## config.mk

```make
export PLATFORM = sky130hd
export DESIGN_NAME = tpwmc_top
export DESIGN_NICKNAME = d
export VERILOG_FILES = /design/src/tpwmc_pkg.sv /design/src/tpwmc_top.sv
export SDC_FILE = /design/constraint.sdc
export NUM_CORES = 1
export LEC_CHECK = 0
export ABC_AREA = 1
export ABC_CLOCK_PERIOD_IN_PS = 6680
export BUFFER_PORTS_ARGS = -buffer_cell sky130_fd_sc_hd__buf_2
export CORE_MARGIN = 5
export CORE_UTILIZATION = 25
export DETAILED_ROUTE_END_ITERATION = 10
export PLACE_DENSITY = 0.5
export SYNTH_ARGS = -nofsm -noshare
export SYNTH_HDL_FRONTEND = slang
export SYNTH_SLANG_ARGS = --single-unit
export TNS_END_PERCENT = 50
```

## constraint.sdc

```tcl
create_clock -name aclk -period 6.68 [get_ports aclk]
set_input_delay 1.336 -clock aclk [delete_from_list [all_inputs] [get_ports aclk]]
set_output_delay 1.336 -clock aclk [all_outputs]
set_load 0.005 [all_outputs]
```

## src/tpwmc_pkg.sv

```systemverilog
// Package: register map, field positions and codes for the timer PWM control block
`default_nettype none
package tpwmc_pkg;
   // Register indices as printed, byte address is four times the index
   localparam logic [7:0]  TPWMC_IDX_CHD_MODE   = 8'h27;
   localparam logic [7:0]  TPWMC_IDX_CLK_DT     = 8'h2f;
   localparam logic [7:0]  TPWMC_IDX_CH_AB_CTRL = 8'h30;
   localparam logic [9:0]  TPWMC_ADDR_CHD_MODE   = {TPWMC_IDX_CHD_MODE, 2'b00};
   localparam logic [9:0]  TPWMC_ADDR_CLK_DT     = {TPWMC_IDX_CLK_DT, 2'b00};
   localparam logic [9:0]  TPWMC_ADDR_CH_AB_CTRL = {TPWMC_IDX_CH_AB_CTRL, 2'b00};
   localparam logic [9:0]  TPWMC_ADDR_STATUS     = 10'h0c4;
   localparam logic [7:0]  TPWMC_RST_CHD_MODE   = 8'h00;
   localparam logic [7:0]  TPWMC_RST_CLK_DT     = 8'h00;
   localparam logic [7:0]  TPWMC_RST_CH_AB_CTRL = 8'h00;
   // Channel D mode register fields
   localparam int TPWMC_B_SHADOW_A = 6;
   localparam int TPWMC_B_SHADOW_B = 4;
   localparam int TPWMC_B_MODE_D   = 2;
   localparam int TPWMC_B_FORCE_D  = 1;
   localparam int TPWMC_B_PWM_D    = 0;
   // Clock and dead-time register fields
   localparam int TPWMC_B_INVERT   = 7;
   localparam int TPWMC_B_PSC_CLR  = 6;
   localparam int TPWMC_B_DT_DIV   = 4;
   localparam int TPWMC_B_CLK_SEL  = 0;
   // Channel A/B control register fields
   localparam int TPWMC_B_MODE_A   = 6;
   localparam int TPWMC_B_MODE_B   = 4;
   localparam int TPWMC_B_FORCE_A  = 3;
   localparam int TPWMC_B_FORCE_B  = 2;
   localparam int TPWMC_B_PWM_A    = 1;
   localparam int TPWMC_B_PWM_B    = 0;
   localparam int TPWMC_PSC_W      = 14;
   localparam logic [1:0] TPWMC_RESP_OKAY   = 2'b00;
   localparam logic [1:0] TPWMC_RESP_SLVERR = 2'b10;
   typedef enum logic [1:0] {
      TPWMC_WM_FAST = 2'b00,
      TPWMC_WM_PFC  = 2'b01,
      TPWMC_WM_SS6  = 2'b10,
      TPWMC_WM_DS6  = 2'b11
   } tpwmc_wave_mode_t;
   typedef enum logic [1:0] {
      TPWMC_OM_PORT = 2'b00,
      TPWMC_OM_TGL  = 2'b01,
      TPWMC_OM_CLR  = 2'b10,
      TPWMC_OM_SET  = 2'b11
   } tpwmc_out_mode_t;
endpackage
`default_nettype wire

```

## src/tpwmc_top.sv

```systemverilog
// Timer PWM control registers with AXI4-Lite slave and channel output logic
// Functional notes
// (RL1) Force strobe ignored while channel in PWM
// (RL2) Force applies compare action, no flag
// (RL3) Same-write mode is used for force
// (RL4) Force strobe bits always read zero
// (RL5) PWM enable selects PWM per channel
// (RL6) Inversion bit inverts both dead-time outputs
// (RL7) Prescaler clear self-clears, reads zero, keeps count
// (RL8) Dead-time prescaler divides by 1,2,4,8
// (RL9) Clock select zero stops, else 2^(n-1)
// (RL10) Upper bits shadow channel A/B modes
// (RL11) Nonzero D mode takes pin; complement only 01
// (RL12) Software sets port direction for D pin
// (RL13) Non-PWM D: toggle, clear, set on match
// (RL14) Fast PWM D: match/zero set-clear behaviour
// (RL15) Phase-correct D: up/down match behaviour
// (RL16) Wave mode bits select PWM flavour
// (RL17) Clock source choice comes from outside
//
// The AXI4-Lite interface to the registers was left to the implementer.
`timescale 1ns/10ps
`default_nettype none
module tpwmc_top
   import tpwmc_pkg::*;
(
   // Clock and reset
   input  wire logic                    aclk,
   input  wire logic                    aresetn,
   // AXI4-Lite write address and data
   input  wire logic [9:0]              s_axi_awaddr,
   input  wire logic                    s_axi_awvalid,
   output logic                         s_axi_awready,
   input  wire logic [31:0]             s_axi_wdata,
   input  wire logic [3:0]              s_axi_wstrb,
   input  wire logic                    s_axi_wvalid,
   output logic                         s_axi_wready,
   // AXI4-Lite write response
   output logic [1:0]                   s_axi_bresp,
   output logic                         s_axi_bvalid,
   input  wire logic                    s_axi_bready,
   // AXI4-Lite read
   input  wire logic [9:0]              s_axi_araddr,
   input  wire logic                    s_axi_arvalid,
   output logic                         s_axi_arready,
   output logic [31:0]                  s_axi_rdata,
   output logic [1:0]                   s_axi_rresp,
   output logic                         s_axi_rvalid,
   input  wire logic                    s_axi_rready,
   // Counter core and mode inputs, same clock
   input  wire logic                    wave_mode_bit0,
   input  wire logic                    wave_mode_bit1,
   input  wire logic                    use_fast_timebase,
   input  wire logic                    fast_timebase_tick,
   input  wire logic                    match_d,
   input  wire logic                    count_zero,
   input  wire logic                    count_down,
   input  wire logic                    deadtime_true_in,
   input  wire logic                    deadtime_comp_in,
   // Control outputs
   output logic                         timer_tick,
   output logic                         deadtime_tick,
   output logic                         prescaler_cleared,
   output logic [1:0]                   out_mode_a,
   output logic [1:0]                   out_mode_b,
   output logic                         pwm_enable_a,
   output logic                         pwm_enable_b,
   output logic                         force_match_a,
   output logic                         force_match_b,
   output logic                         deadtime_true_out,
   output logic                         deadtime_comp_out,
   output logic                         waveform_d,
   output logic                         compare_pin_d_take,
   output logic                         compare_pin_d_comp_take
);
   import tpwmc_pkg::*;

   // ****************************************
   // Register bus
   // ****************************************
   logic [7:0]  chd_q;
   logic [7:0]  clk_q;
   logic [7:0]  ab_q;
   logic        psc_clr_q;
   logic        aw_q, w_q;
   logic [9:0]  awaddr_q;
   logic [7:0]  wdata_q;
   logic        wlane_q;
   logic        bvalid_q, rvalid_q;
   logic [1:0]  bresp_q, rresp_q;
   logic [31:0] rdata_q;
   logic        wr_go;
   logic        wr_hit;
   logic        wr_chd, wr_clk, wr_ab;
   logic [7:0]  rd_val;
   logic        rd_hit;

   assign s_axi_awready = !aw_q && !bvalid_q;
   assign s_axi_wready  = !w_q && !bvalid_q;
   assign s_axi_arready = !rvalid_q;
   assign s_axi_bvalid  = bvalid_q;
   assign s_axi_bresp   = bresp_q;
   assign s_axi_rvalid  = rvalid_q;
   assign s_axi_rdata   = rdata_q;
   assign s_axi_rresp   = rresp_q;

   assign wr_go  = aw_q && w_q && !bvalid_q;
   assign wr_hit = (awaddr_q == TPWMC_ADDR_CHD_MODE) || (awaddr_q == TPWMC_ADDR_CLK_DT)
                   || (awaddr_q == TPWMC_ADDR_CH_AB_CTRL);
   assign wr_chd = wr_go && wlane_q && (awaddr_q == TPWMC_ADDR_CHD_MODE);
   assign wr_clk = wr_go && wlane_q && (awaddr_q == TPWMC_ADDR_CLK_DT);
   assign wr_ab  = wr_go && wlane_q && (awaddr_q == TPWMC_ADDR_CH_AB_CTRL);

   always_ff @(posedge aclk) begin
      if (!aresetn) begin
         aw_q     <= 1'b0;
         awaddr_q <= 10'h000;
      end else if (s_axi_awvalid && s_axi_awready) begin
         aw_q     <= 1'b1;
         awaddr_q <= {s_axi_awaddr[9:2], 2'b00};
      end else if (wr_go) begin
         aw_q     <= 1'b0;
      end
   end

   always_ff @(posedge aclk) begin
      if (!aresetn) begin
         w_q     <= 1'b0;
         wdata_q <= 8'h00;
         wlane_q <= 1'b0;
      end else if (s_axi_wvalid && s_axi_wready) begin
         w_q     <= 1'b1;
         wdata_q <= s_axi_wdata[7:0];
         wlane_q <= s_axi_wstrb[0];
      end else if (wr_go) begin
         w_q     <= 1'b0;
      end
   end

   always_ff @(posedge aclk) begin
      if (!aresetn) begin
         bvalid_q <= 1'b0;
         bresp_q  <= TPWMC_RESP_OKAY;
      end else if (wr_go) begin
         bvalid_q <= 1'b1;
         bresp_q  <= wr_hit ? TPWMC_RESP_OKAY : TPWMC_RESP_SLVERR;
      end else if (s_axi_bready) begin
         bvalid_q <= 1'b0;
      end
   end

   // ****************************************
   // Control registers
   // ****************************************
   // Strobe bits are never stored, so reads give zero
   always_ff @(posedge aclk) begin
      if (!aresetn) begin
         chd_q <= TPWMC_RST_CHD_MODE;
      end else if (wr_chd) begin
         chd_q <= wdata_q & ~(8'h01 << TPWMC_B_FORCE_D); // RL4
      end
   end

   always_ff @(posedge aclk) begin
      if (!aresetn) begin
         clk_q <= TPWMC_RST_CLK_DT;
      end else if (wr_clk) begin
         clk_q <= wdata_q & ~(8'h01 << TPWMC_B_PSC_CLR); // RL7
      end
   end

   always_ff @(posedge aclk) begin
      if (!aresetn) begin
         ab_q <= TPWMC_RST_CH_AB_CTRL;
      end else if (wr_ab) begin
         ab_q <= wdata_q & ~((8'h01 << TPWMC_B_FORCE_A) | (8'h01 << TPWMC_B_FORCE_B)); // RL4
      end
   end

   // Mode registers also shadowed in the upper channel D bits
   assign out_mode_a   = chd_q[TPWMC_B_SHADOW_A +: 2]; // RL10
   assign out_mode_b   = chd_q[TPWMC_B_SHADOW_B +: 2]; // RL10
   assign pwm_enable_a = ab_q[TPWMC_B_PWM_A]; // RL5
   assign pwm_enable_b = ab_q[TPWMC_B_PWM_B]; // RL5

   // Forces for A and B, gated by non-PWM setting in the same write
   assign force_match_a = wr_ab && wdata_q[TPWMC_B_FORCE_A] && !wdata_q[TPWMC_B_PWM_A]; // RL1
   assign force_match_b = wr_ab && wdata_q[TPWMC_B_FORCE_B] && !wdata_q[TPWMC_B_PWM_B]; // RL1

   always_ff @(posedge aclk) begin
      if (!aresetn) begin
         rvalid_q <= 1'b0;
         rdata_q  <= 32'h0000_0000;
         rresp_q  <= TPWMC_RESP_OKAY;
      end else if (s_axi_arvalid && s_axi_arready) begin
         rvalid_q <= 1'b1;
         rdata_q  <= {24'h00_0000, rd_val};
         rresp_q  <= rd_hit ? TPWMC_RESP_OKAY : TPWMC_RESP_SLVERR;
      end else if (s_axi_rready) begin
         rvalid_q <= 1'b0;
      end
   end

   always_comb begin
      rd_val = 8'h00;
      rd_hit = 1'b1;
      case ({s_axi_araddr[9:2], 2'b00})
         TPWMC_ADDR_CHD_MODE:   rd_val = chd_q;
         TPWMC_ADDR_CLK_DT:     rd_val = clk_q;
         TPWMC_ADDR_CH_AB_CTRL: rd_val = ab_q;
         TPWMC_ADDR_STATUS:     rd_val = {6'h00, waveform_d, psc_clr_q};
         default:               rd_hit = 1'b0;
      endcase
   end

   // ****************************************
   // Prescalers
   // ****************************************
   logic [TPWMC_PSC_W-1:0] psc_q;
   logic [2:0]             dt_q;
   logic                   src_tick;
   logic [3:0]             sel;
   logic [1:0]             dt_sel;
   logic [TPWMC_PSC_W-1:0] psc_mask;
   logic [2:0]             dt_mask;

   assign src_tick = use_fast_timebase ? fast_timebase_tick : 1'b1; // RL17
   assign sel      = clk_q[TPWMC_B_CLK_SEL +: 4];
   assign dt_sel   = clk_q[TPWMC_B_DT_DIV +: 2];
   assign psc_mask = TPWMC_PSC_W'((15'h0001 << (sel - 4'h1)) - 15'h0001);
   assign dt_mask  = 3'((4'h1 << dt_sel) - 4'h1);

   // Prescaler clear restarts division, counter untouched
   always_ff @(posedge aclk) begin
      if (!aresetn) begin
         psc_clr_q <= 1'b0;
      end else begin
         psc_clr_q <= wr_clk && wdata_q[TPWMC_B_PSC_CLR]; // RL7
      end
   end
   assign prescaler_cleared = psc_clr_q;

   always_ff @(posedge aclk) begin
      if (!aresetn || psc_clr_q) begin
         psc_q <= '0; // RL7
      end else if (src_tick && sel != 4'h0) begin
         psc_q <= psc_q + TPWMC_PSC_W'(1);
      end
   end

   // Tick when all low bits below the selected divider are set
   assign timer_tick = src_tick && (sel != 4'h0) && ((psc_q & psc_mask) == psc_mask); // RL9

   always_ff @(posedge aclk) begin
      if (!aresetn || psc_clr_q) begin
         dt_q <= 3'h0;
      end else if (timer_tick) begin
         dt_q <= dt_q + 3'h1;
      end
   end
   assign deadtime_tick = timer_tick && ((dt_q & dt_mask) == dt_mask); // RL8

   // ****************************************
   // Dead-time inversion and channel D
   // ****************************************
   assign deadtime_true_out = deadtime_true_in ^ clk_q[TPWMC_B_INVERT]; // RL6
   assign deadtime_comp_out = deadtime_comp_in ^ clk_q[TPWMC_B_INVERT]; // RL6

   tpwmc_out_mode_t  mode_d;
   tpwmc_wave_mode_t wmode;
   logic             pwm_d;
   logic             force_d;
   logic             wave_d_q;
   logic [1:0]       new_mode_d;

   assign pwm_d      = chd_q[TPWMC_B_PWM_D]; // RL5
   assign mode_d     = tpwmc_out_mode_t'(chd_q[TPWMC_B_MODE_D +: 2]);
   assign wmode      = tpwmc_wave_mode_t'({wave_mode_bit1, wave_mode_bit0}); // RL16
   assign new_mode_d = wdata_q[TPWMC_B_MODE_D +: 2];
   assign force_d    = wr_chd && wdata_q[TPWMC_B_FORCE_D] && !wdata_q[TPWMC_B_PWM_D]; // RL1

   // Force takes priority and uses the mode of the same write
   always_ff @(posedge aclk) begin
      if (!aresetn) begin
         wave_d_q <= 1'b0;
      end else if (force_d) begin
         case (new_mode_d) // RL2 RL3
            2'b01:   wave_d_q <= !wave_d_q;
            2'b10:   wave_d_q <= 1'b0;
            2'b11:   wave_d_q <= 1'b1;
            default: wave_d_q <= wave_d_q;
         endcase
      end else if (!pwm_d) begin
         if (match_d) begin
            case (mode_d) // RL13
               TPWMC_OM_TGL: wave_d_q <= !wave_d_q;
               TPWMC_OM_CLR: wave_d_q <= 1'b0;
               TPWMC_OM_SET: wave_d_q <= 1'b1;
               default:      wave_d_q <= wave_d_q;
            endcase
         end
      end else if (mode_d != TPWMC_OM_PORT) begin
         case (wmode)
            TPWMC_WM_FAST, TPWMC_WM_SS6: begin
               if (match_d) begin
                  wave_d_q <= (mode_d == TPWMC_OM_SET); // RL14
               end else if (count_zero) begin
                  wave_d_q <= (mode_d != TPWMC_OM_SET); // RL14
               end
            end
            default: begin
               if (match_d) begin
                  wave_d_q <= (mode_d == TPWMC_OM_SET) ^ count_down; // RL15
               end
            end
         endcase
      end
   end
   assign waveform_d = wave_d_q;

   // Pin ownership; port direction stays with software
   assign compare_pin_d_take      = (mode_d != TPWMC_OM_PORT); // RL11 RL12
   assign compare_pin_d_comp_take = pwm_d && (mode_d == TPWMC_OM_TGL); // RL11
endmodule
`default_nettype wire

```

Yosys cells after proc, flatten, opt, wreduce, memory -nomap -nowiden
Index checks and enable logic that the tools add are counted.

word-level totals
  flip-flop bits (word level) = 72
  logic and storage cells = 117

cells by class
  $add $sub $neg = 5
  equal/unequal tests = 21
  shift operators = 2
  multiplexer cells = 22
  bitwise gates (word level) = 5
  reductions and logical operators = 45

operators with widths
  operator               number
  $eq 8x6->1 const B     7
  $pmux 8 s4             1
  $logic_and 1x1->1      22
  $mux 1                 17
  $add 14x1->14 const B  1
  $and 14x14->14         1
  $eq 14x14->1           1
  $shl 1x4->14 const A   1
  $sub 14x1->14 const B  1
  $eq 2x2->1 const B     5
  $reduce_bool 2->1      5
  $logic_not 1->1        8
  $pmux 1 s3             2
  $reduce_and 6->1       1
  $reduce_bool 5->1      1
  $eq 2x1->1 const B     2
  $mux 2                 2
  $ne 4x1->1 const B     1
  $ne 4x2->1 const B     1
  $ne 4x3->1 const B     1
  $reduce_bool 4->1      1
  $reduce_or 4->1        1
  $sub 4x1->4 const B    1
  $add 3x1->3 const B    1
  11 further kinds       15

Depth between registers and ports, before layout
Gate-level depths: netlist of the first run.

  depth in word-level cells = 8
  depth in mapped cells = 17

Worst setup path after synthesis of the first run
No wires, ideal clock.

  path kind = input-to-output
  start = in fast_timebase_tick
  end = out deadtime_tick
  data arrival time = 2.226 ns
  required time = 5.344 ns
  slack = 3.118 ns
  cell stages on the path = 10
  path through = inv_1 -> nand2_1 -> nand2_4 -> nor2_1 -> nand3_1 -> nor2_2 -> nand2_2 -> nor2_4 -> nand3_4 -> nor3b_2

between the ends
  word-level cells in the longest chain between the ends = 4

RTL lines
  item                            line              RTL
  start, declared                 tpwmc_top.sv:54   input wire logic fast_timebase_tick,
  $mux 1                          tpwmc_top.sv:227  assign src_tick = use_fast_timebase ? fast_timebase_tick : 1'b1;
  $logic_and 1x1->1 (2 in a row)  tpwmc_top.sv:252  assign timer_tick = src_tick && (sel != 4'h0) && ((psc_q & psc_mask) == psc_mask);
  $logic_and 1x1->1               tpwmc_top.sv:261  assign deadtime_tick = timer_tick && ((dt_q & dt_mask) == dt_mask);
  end, declared                   tpwmc_top.sv:62   output logic deadtime_tick,

No other way between the ends.

Final worst setup path of the first run
  start = reg clk_q[0]
  end = out deadtime_tick

between the ends
  word-level cells in the longest chain between the ends = 7
  elaborated cells between the ends (all ways) = 9

RTL lines
  item                    line              RTL
  start, declared         tpwmc_top.sv:82   logic [7:0] clk_q;
  start signal, assigned  tpwmc_top.sv:168  clk_q <= wdata_q & ~(8'h01 << TPWMC_B_PSC_CLR);
  $sub 4x1->4             tpwmc_top.sv:230  assign psc_mask = TPWMC_PSC_W'((15'h0001 << (sel - 4'h1)) - 15'h0001);
  $shl 1x4->14            tpwmc_top.sv:230
  $sub 14x1->14           tpwmc_top.sv:230
  $and 14x14->14          tpwmc_top.sv:252
  $eq 14x14->1            tpwmc_top.sv:252
  $logic_and 1x1->1 *     tpwmc_top.sv:252
  $logic_and 1x1->1 *     tpwmc_top.sv:261

Mark *: on every way between the ends. The rest lies on a longest branch, timed or not.

==> metrics.md, run 1 <==
| Metric | Value |
|---|---|
| Grt total ovfl | `0` |
| Clk pin slew, worst setup/hold paths | `60 ps` |
| Postcts setup bufs | `0` |
| Simple-Gate Fraction of Synth Area | `29.8%` |
| Initial Util | `around 25%` |
| Max cap viols | `0` |
| Worst slew pin tran | `about 950 ps` |
| Share of cells above drive strength 1 | `roughly a fifth` |
| Post-route ant nets | `0` |
| Worst min-delay path class | `reg2reg` |
| Multi-input logic area | `roughly 0.0019 mm2` |
| RSZ-0062 raised after global routing | `false` |
| Count of cell types in the netlist | `43` |
| CP Class | `reg2out` |
| IO Pins | `between 100 and 150` |
| Reg-to-Reg Start | `clk_q[0]$_SDFFE_PN0P_` |
| DR vias/cell | `about 4.5` |
| Die area | `about 0.018 mm2` |
| DRT Pass-1 Iters | `4` |
| Post-Route WL | `9.83 mm` |
| Vias | `between 3k and 4k` |
| Ys async rst share | `0%` |
| Die Y | `134 um` |
| Pwr/cell area | `between 200 and 250 mW/mm2` |
| Worst setup EP type | `output port` |
| Crit path largest cell delay | `between 600 and 700 ps` |
| Pin count of the biggest net entering global routing | `34` |
| Slew HR | `between 30% and 40%` |
| Clock buffer depth | `2` |
| Vias in the first global route | `approximately 3.4k` |
| Final RePlAce weighted congestion | `between 0.8 and 0.9` |
| Initial DRC count | `roughly 130` |
| Htree depth | `3` |
| CTS tree | `yes` |
| # port buffers | `70` |
| Filler Cell Count | `1644` |
| Cts hold-fix bufs | `0` |
| Slowest cell on crit path | `dfxtp_1` |
| Dpl hpwl | `slightly below 8 mm` |
| VDD IR-drop max | `~0.16 mV` |
| Core area | `between 0.015 and 0.02 mm2` |
| Register bit total from synthesis | `70` |
| DRC | `0` |
| Nets | `approximately 700` |
| Area grow syn2layout | `17.3%` |
| Clock period minus worst slack | `between 3000 and 4000 ps` |
| Global Route Usage Sum | `10.9%` |
| Fmax | `around 250 MHz` |
| Mux contribution to synthesized area | `0%` |
| Synth Area in Compound Gates | `15.8%` |
| TritonCTS sink count | `70` |
| Inserted Clock Buffers | `9` |
| Cells after Synth | `around 550` |
| Tot Pwr | `approximately 980 uW` |
| ANT cells | `0` |
| Final Max Tran Viols | `0` |
| Final setup TNS | `0 ps` |
| Worst Clk Skew | `between 7 and 8 ps` |
| Register area share after synthesis | `a little under two fifths` |
| Clock root buffer | `clkbuf_16` |
| Post-CTS Resized | `0` |
| XOR/XNOR share of the synthesized area | `0.688%` |
| Post-Syn Area | `approximately 0.0038 mm2` |
| Crit path max-delay family | `simple AND/OR/NAND/NOR gates` |
| Synth warn | `0` |
| Crit. Startpoint | `clk_q[0]$_SDFFE_PN0P_` |
| Register area | `~0.0014 mm2` |
| Final hold viol count | `0` |
| Skew-Pair Late Insertion Delay | `~340 ps` |
| Crit path buf inv count | `3` |
| First-pass GRT wire length | `16.1 mm` |
| Critical Path RT | `5340 ps` |
| Die Wd | `about 130 um` |
| Avg Inst Size Synth | `6.97 um2` |
| Routed wire per std cell | `12.3 um` |
| Cells along the critical path | `inv_4, nor2_4, nand3_2, ha_1, nor2_1, inv_1, nand2_1, nor2_1, nand3_1, nor2_2, nand2_2, nor2_4, nand3_4, nor3b_2, buf_2` |
| Setup-failing EPs final | `0` |
| Main synth FF type | `dfxtp_1` |
| Hold path startpoint | `s_axi_rdata[3]$_SDFFE_PN0P_` |
| Row cnt | `between 40 and 50` |
| Run status | `finished clean` |
| Crit path DAT | `around 2600 ps` |
| Maximum fanout along the worst path | `9` |
| Adder-Cell Fraction of Synth Area | `0.983%` |
| Period utilization | `approximately three fifths` |
| Initial antenna violation count | `0` |
| CP Launch Type | `flip-flop` |
| EDFF count, synth | `0` |
| Main combinational cell family by area after synthesis | `simple AND/OR/NAND/NOR gates` |
| Pleak | `slightly above 2 nW` |
==> Yosys cell counts (2+ instances only) <==
library cell,number,area (um2)
ha_1,3,37.5
nand3_2,3,30.0
nand4_1,8,50.1
nor2_2,6,37.5
nor4_1,4,25.0
nor3_1,14,70.1
buf_2,2,10.0
clkinv_1,2,7.51
buf_6,3,33.8
nor2_4,5,56.3
buf_4,31,233
nand2_1,90,338
inv_2,7,26.3
dfxtp_1,70,1400
clkbuf_1,9,33.8
nor2_1,55,206
o21ai_1,2,10.0
nand2_4,2,22.5
nand2_2,10,62.6
inv_1,64,240
and3_1,2,12.5
xor2_1,3,26.3
nand3_1,33,165
a21oi_1,48,240
o21ai_0,46,230
a211oi_1,8,60.1
inv_4,2,12.5
==> cell type report <==
cell class,count,share of cell area [%]
tap,188,5.25
timing repair buffer,70,7.82
inverter,76,6.59
multi-input combinational,382,42.5
clock inverter,5,1.34
clock buffer,11,5.20
sequential,70,31.3
==> cells by family (layout without fill, tap and decap cells) <==
logic type               Yosys count  after routing
AO/OA/AOI/OAI                    112            112
buffers and inverters            121            162
AND/OR/NAND/NOR                  238            238
XOR/XNOR                           3              3
other                              1             26
adder cells (fa/ha/maj)            3              3
flip-flops                        70             70
==> routing by layer <==
metal  wire [um]  up-vias  global-route usage [%]
met5           0        -                       0
met4         115        0                    2.40
met3         610       11                    4.34
met2        4620       93                    18.3
met1        4480     1626                    13.3
li1            -     1857                       -
==> worst register-to-register path, cell delays in order, from the launching register on <==
cell and delay (ps):
dfxtp_1 630, inv_4 70, nor2_4 150, nand3_2 110
ha_1 300, nor2_1 50, nor2_1 130, nand2_2 50
nor2_1 90, nand3_1 70, nor2_1 160, nand2_1 80
nor2_2 100, nand3_1 100, a21oi_2 130
==> flip-flops by register name (all words and copies together) (netlist names) <==
signal             flops
aw_q                   1
dt_q                   3
s_axi_bresp            1
waveform_d             1
s_axi_rdata            8
wdata_q                8
s_axi_rvalid           1
ab_q                   6
s_axi_rresp            1
s_axi_bvalid           1
clk_q                  7
w_q                    1
wlane_q                1
psc_q                 14
chd_q                  7
prescaler_cleared      1
awaddr_q               8
==> power by group <==
group	switching [mW]	internal (mW)
sequential	0.00824	0.430
combinational	0.0430	0.0227
clock	0.183	0.290
total	0.234	0.743
==> metrics by stage <==
step           setup WS, ps  utilization, %  std cells  cell area (um2)  hold WS (ps)
5_1_grt                2490            29.7        802             4480           503
4_1_cts                2690            29.7        802             4480           472
6_report               2740            29.7        802             4480           471
3_5_place_dp           2750            27.7        786             4190           460
2_1_floorplan          3120               -        573             3910           444
3_3_place_gp           2750            27.7        786             4190           458
==> cell usage in the layout, fill, tap and decap left out, types with 4 or more instances in the layout <==
| cell type | count |
|---|---|
| nor3_1 | 14 |
| a211oi_1 | 8 |
| nand4_1 | 8 |
| buf_2 | 70 |
| nor2_1 | 55 |
| inv_2 | 7 |
| nand2_1 | 90 |
| clkbuf_16 | 9 |
| conb_1 | 26 |
| o21ai_0 | 46 |
| a21oi_1 | 48 |
| nor2_4 | 5 |
| nand3_1 | 33 |
| nor2_2 | 6 |
| nand2_2 | 10 |
| inv_1 | 64 |
| nor4_1 | 4 |
| dfxtp_1 | 70 |
==> path summary, 6_finish.rpt <==
path	endpoint	cells after the start	slack, ps
worst max-delay path	deadtime_tick	15	2740
worst min-delay path	s_axi_rdata[3]$_SDFFE_PN0P_	2	470
worst max register to register	dt_q[2]$_SDFFE_PP0P_	14	4380
worst min register to register	s_axi_rdata[3]$_SDFFE_PN0P_	2	470
No activity file was read; power rests on OpenSTA's default activity.
==> run 2, diff against run 1 <==
Settings changed: ABC_CLOCK_PERIOD_IN_PS 6680 to 3400, PLACE_DENSITY 0.5 to 0.52.
Clock period 6.68 ns to 3.4 ns, I/O delays scaled along.
==> metrics.md, run 2 (synthesis results as in run 1) <==
| Metric | Value |
|---|---|
| TritonCTS sink count | `70 (unchanged)` |
| Skew-Pair Late Insertion Delay | `340 ps (about the same)` |
| Crit path to | `deadtime_tick` |
| Htree depth | `3 (unchanged)` |
| Clk pin slew, worst setup/hold paths | `60 ps (about the same)` |
| Post-route ant nets | `0 (unchanged)` |
| RSZ-0062 raised after global routing | `false` |
| Share of cells above drive strength 1 | `21.2% (+1.0 points)` |
| CTS tree | `yes` |
| Initial Util | `25.3% (unchanged)` |
| Hold path startpoint | `s_axi_rdata[6]$_SDFFE_PN0P_` |
| Vias in the first global route | `3316 (-2.9%)` |
| Initial DRC count | `141 (+13%)` |
| Cts hold-fix bufs | `0 (unchanged)` |
| Max reg flops | `14 (unchanged)` |
| CP Class | `reg2out` |
| Clock buffer depth | `2 (unchanged)` |
| Setup-failing EPs final | `0 (unchanged)` |
| DRT Pass-1 Iters | `4 (unchanged)` |
| Crit. Startpoint | `clk_q[1]$_SDFFE_PN0P_` |
| Filler Cell Count | `1717 (+4.4%)` |
| Worst slew pin tran | `743 ps (-206 ps)` |
| Critical Path RT | `2720 ps (-2620 ps)` |
| Post-DP Area | `0.00422 mm2 (+0.72%)` |
| Worst min-delay path class | `reg2reg` |
| Slew HR | `50.0% (+14 points)` |
| Reg-to-Reg Start | `clk_q[1]$_SDFFE_PN0P_` |
| Die area | `0.0178 mm2 (unchanged)` |
| Most common cell after layout, fill and taps aside | `nand2_1` |
| R2R Setup Slk | `1260 ps (-3120 ps)` |
| Period utilization | `a little over 90%` |
| Maximum fanout along the worst path | `10 (+1)` |
| Register area | `0.00140 mm2 (about the same)` |
| CP Launch Type | `flip-flop` |
| Grt total ovfl | `0 (unchanged)` |
| Pleak | `2.07 nW (+1.1%)` |
| R2r worst-path depth | `14 (unchanged)` |
| Post-Route WL | `9.88 mm (+0.51%)` |
| Crit path largest cell delay | `640 ps (about the same)` |
| Crit path max-delay family | `simple AND/OR/NAND/NOR gates` |
| Area grow syn2layout | `18.2%` |
| Die Wd | `134 um (unchanged)` |
| Final worst setup slack | `262 ps (-2470 ps)` |
| Die Y | `134 um (unchanged)` |
| Dpl hpwl | `7.57 mm (-1.7%)` |
| Run status | `finished clean` |
| Inserted Clock Buffers | `9 (unchanged)` |
| Slowest cell on crit path | `dfxtp_1` |
| Final RePlAce weighted congestion | `0.800 (-4.4%)` |
| Clock period minus worst slack | `approximately 3100 ps` |
| Crit path DAT | `2460 ps (-150 ps)` |
| RR Endpoint | `dt_q[0]$_SDFFE_PP0P_` |
| Vias | `3474 (-3.2%)` |
| Final cell count without fillers | `806 (+0.50%)` |
| DR vias/cell | `4.31 (-3.6%)` |
| Final Max Tran Viols | `0 (unchanged)` |
| Clock root buffer | `clkbuf_16` |
| Nets | `688 (+0.58%)` |
| Cells along the critical path | `nand3_1, ha_1, nor2_1, inv_1, nand2_1, nor2_1, nand3_1, nor2_2, nand2_2, nor2_4, nand3_4, nor3b_2, buf_2` |
| DRC | `0 (unchanged)` |
| Core area | `0.0151 mm2 (unchanged)` |
| ANT cells | `0 (unchanged)` |
| Hold Slack | `462 ps (-8.68 ps)` |
| Most flops, register | `psc_q` |
| Worst slack, placed | `474 ps (-2280 ps)` |
| Initial antenna violation count | `0 (unchanged)` |
| Pin count of the biggest net entering global routing | `34 (unchanged)` |
| Tot Pwr | `1.92 mW (+97%)` |
| Worst Clk Skew | `6.94 ps (-0.899 ps)` |
| Final hold viol count | `0 (unchanged)` |
| Most frequent cells in the layout | `nand2_1 (90), buf_2 (70), dfxtp_1 (69), inv_1 (64), nor2_1 (55)` |
| Post-placement cell count | `790 (+0.51%)` |
| Final standard cell area without fillers | `0.00451 mm2 (+0.75%)` |
| Worst setup EP type | `output port` |
| VDD IR-drop max | `0.244 mV (+50%)` |
| Routed wire per std cell | `12.3 um (about the same)` |
| Multi-input logic area | `0.00190 mm2 (unchanged)` |
| Final core utilization | `29.9% (+0.22 points)` |
| Fmax | `319 MHz` |
| Global Route Usage Sum | `11.3% (+0.34 points)` |
| Max cap viols | `0 (unchanged)` |
| WP depth | `13 (-2)` |
| Row cnt | `45 (unchanged)` |
| Crit path buf inv count | `2 (-1)` |
| First-pass GRT wire length | `16.4 mm (+1.5%)` |
| IO Pins | `129 (unchanged)` |
| Pwr/cell area | `425 mW/mm2 (+95%)` |
| Final setup TNS | `0 ps (unchanged)` |
| # port buffers | `70 (unchanged)` |
==> run 2: what timing repair did <==
| item | 4_1_cts | 5_1_grt |
|---|---|---|
| setup buffers | 0 | 0 |
| setup endpoints to repair | 0 | 2 |
| endpoints found under the hold margin | 0 | 0 |
| resized for setup | 0 | 1 |
==> run 2: worst min path at each step <==
stage                                       end  slack (ps)  depth (start not counted)
floorplan                psc_q[13]$_SDFFE_PP0P_         440                          2
finish              s_axi_rdata[6]$_SDFFE_PN0P_         460                          2
global placement    s_axi_rdata[2]$_SDFFE_PN0P_         460                          2
CTS                 s_axi_rdata[5]$_SDFFE_PN0P_         460                          2
detailed placement  s_axi_rdata[5]$_SDFFE_PN0P_         450                          2
global route        s_axi_bresp[1]$_SDFFE_PN0P_         490                          2
==> run 2: layer usage <==
metal,track usage (%),up-vias,wire (um)
met4,2.23,0,80
met2,18.8,68,4580
met5,0,-,0
met1,14.0,1529,4700
li1,-,1867,-
met3,4.27,10,523
==> run 2: cell type report <==
type                       count  share of cell area [%]
multi-input combinational    382                    42.2
sequential                    70                    31.1
timing repair buffer          74                    8.43
inverter                      76                    6.54
clock buffer                  12                    5.91
tap                          188                    5.21
clock inverter                 4                   0.638
==> run 2: tightest hold or removal path: stages (launching register included) <==
cell and delay [ps]:
dfxtp_1 300, nand2_1 60, a21oi_1 50
==> run 2: where the power goes <==
part           internal (mW)  switching (mW)
combinational         0.0468          0.0845
sequential             0.845          0.0160
clock                  0.555           0.373
==> run 3, diff against run 2 <==
Settings changed: BUFFER_PORTS_ARGS -buffer_cell sky130_fd_sc_hd__buf_2 to unset, CELL_PAD_IN_SITES_DETAIL_PLACEMENT set to 0, CELL_PAD_IN_SITES_GLOBAL_PLACEMENT set to 2, DONT_BUFFER_PORTS set to 1, PLACE_DENSITY 0.52 to 0.69.
==> metrics.md, run 3 (synthesis results as in run 1) <==
| Metric | Value |
|---|---|
| Worst min-delay path class | `reg2reg` |
| Global Route Usage Sum | `11.1% (-0.18 points)` |
| Crit path DAT | `2470 ps (about the same)` |
| CP Launch Type | `flip-flop` |
| Fmax | `318 MHz (-0.29%)` |
| Final standard cell area without fillers | `0.00418 mm2 (-7.5%)` |
| Post-DP Area | `0.00385 mm2 (-8.7%)` |
| VDD IR-drop max | `0.236 mV (-3.1%)` |
| Pwr/cell area | `474 mW/mm2 (+12%)` |
| Die Wd | `134 um (unchanged)` |
| ANT cells | `0 (unchanged)` |
| Most common cell after layout, fill and taps aside | `nand2_1` |
| IO Pins | `129 (unchanged)` |
| Share of cells above drive strength 1 | `10.3% (-11 points)` |
| Crit path largest cell delay | `620 ps (-20 ps)` |
| Worst Clk Skew | `7.54 ps (+0.599 ps)` |
| Die Y | `134 um (unchanged)` |
| Setup-failing EPs final | `0 (unchanged)` |
| Period utilization | `92.6% (+0.27 points)` |
| Slew HR | `43.5% (-6.5 points)` |
| Initial DRC count | `138 (-2.1%)` |
| DRC | `0 (unchanged)` |
| Grt total ovfl | `0 (unchanged)` |
| Run status | `finished clean` |
| Final hold viol count | `0 (unchanged)` |
| Final Max Tran Viols | `0 (unchanged)` |
| DR vias/cell | `4.51 (+4.6%)` |
| Crit path buf inv count | `2 (unchanged)` |
| Die area | `0.0178 mm2 (unchanged)` |
| CP Class | `reg2out` |
| Area grow syn2layout | `9.37%` |
| Maximum fanout along the worst path | `9 (-1)` |
| Pin count of the biggest net entering global routing | `34 (unchanged)` |
| Clock root buffer | `clkbuf_16` |
| Initial Util | `25.3% (unchanged)` |
| Post-CTS Resized | `0 (unchanged)` |
| # port buffers | `0 (-100%)` |
| Crit path max-delay family | `simple AND/OR/NAND/NOR gates` |
| Post-Route WL | `9.94 mm (+0.64%)` |
| Vias in the first global route | `3172 (-4.3%)` |
| Post-route ant nets | `0 (unchanged)` |
| Initial antenna violation count | `0 (unchanged)` |
| Row cnt | `45 (unchanged)` |
| Cts hold-fix bufs | `0 (unchanged)` |
| Nets | `616 (-10%)` |
| Worst slew pin tran | `840 ps (+96.9 ps)` |
| Most flops, register | `psc_q` |
| Clock period minus worst slack | `3150 ps (+9.23 ps)` |
| First-pass GRT wire length | `16.0 mm (-2.1%)` |
| Max reg flops | `14 (unchanged)` |
| Clk pin slew, worst setup/hold paths | `60 ps (about the same)` |
| Worst setup EP type | `output port` |
| TritonCTS sink count | `70 (unchanged)` |
| DRT Pass-1 Iters | `4 (unchanged)` |
| Pleak | `1.76 nW (-15%)` |
| Max cap viols | `0 (unchanged)` |
| Postcts setup bufs | `0 (unchanged)` |
| CTS tree | `yes` |
| RSZ-0062 raised after global routing | `false` |
| Most frequent cells in the layout | `nand2_1 (90), dfxtp_1 (70), inv_1 (64), nor2_1 (55), a21oi_1 (48)` |
| Cells along the critical path | `inv_4, nor2_4, nand3_2, ha_1, nor2_1, inv_1, nand2_1, nor2_1, nand3_1, nor2_2, nand2_2, nor2_4, nand3_4, nor3b_2` |
| Htree depth | `3 (unchanged)` |
| Routed wire per std cell | `13.6 um (+11%)` |
| Slowest cell on crit path | `dfxtp_1` |
| Critical Path RT | `2720 ps (about the same)` |
| Final RePlAce weighted congestion | `0.800 (unchanged)` |
| Core area | `0.0151 mm2 (unchanged)` |
| Final setup TNS | `0 ps (unchanged)` |
| Clock buffer depth | `2 (unchanged)` |
| Vias | `3305 (-4.9%)` |
| Skew-Pair Late Insertion Delay | `330 ps (about the same)` |
| Dpl hpwl | `7.83 mm (+3.4%)` |
| Inserted Clock Buffers | `9 (unchanged)` |
==> run 3: cell type report <==
type | instances | area (um2)
clock buffer | 12 | 256
clock inverter | 3 | 67.6
fill | 1687 | 10900
inverter | 76 | 295
multi-input combinational | 382 | 1900
sequential | 70 | 1400
tap | 188 | 235
timing repair buffer | 2 | 15.0
==> run 3: worst min-delay path: cells and delay by family (launching register included) <==
| kind | cells | cell delay, ps |
|---|---|---|
| DFF | 1 | 310 |
| buffers and inverters | 1 | 60 |
| AOI/OAI and AO/OA | 1 | 50 |
==> run 3: metal layers <==
layer  up-vias  share of wire (%)  track usage, %
li1       1724                  -               -
met3         9                5.6            3.17
met5         -                  0               0
met2        66                 50            19.4
met1      1506                 43            13.2
met4         0                1.1            3.14
==> run 3: report_power, final <==
| group | switching [mW] | total [mW] | leakage, nW | internal [mW] |
|---|---|---|---|---|
| logic | 0.0710 | 0.0964 | 1.04 | 0.0254 |
| clock network | 0.344 | 1.02 | 0.155 | 0.678 |
| registers | 0.0167 | 0.862 | 0.569 | 0.845 |
| total | 0.432 | 1.98 | 1.76 | 1.55 |
==> run 3: metrics by stage <==
stage | total power [mW] | hold WS [ps] | util (%) | cells | setup WS, ps
detailed placement | 0.977 | 466 | 25.5 | 718 | 563
CTS | 2.01 | 464 | 27.7 | 733 | 196
global placement | 0.975 | 460 | 25.5 | 718 | 525
global route | 2.07 | 459 | 27.7 | 733 | 7.44
finish | 1.98 | 468 | 27.7 | 733 | 253
floorplan | 0.977 | 444 | - | 573 | 961
==> run 3: final timing paths <==
path	start	endpoint	slack, ps	cells past startpoint
max	clk_q[0]$_SDFFE_PN0P_	deadtime_tick	250	14
min	awaddr_q[7]$_SDFFE_PN0P_	awaddr_q[7]$_SDFFE_PN0P_	470	2
max reg2reg	clk_q[0]$_SDFFE_PN0P_	dt_q[0]$_SDFFE_PP0P_	1120	16
min reg2reg	awaddr_q[7]$_SDFFE_PN0P_	awaddr_q[7]$_SDFFE_PN0P_	470	2
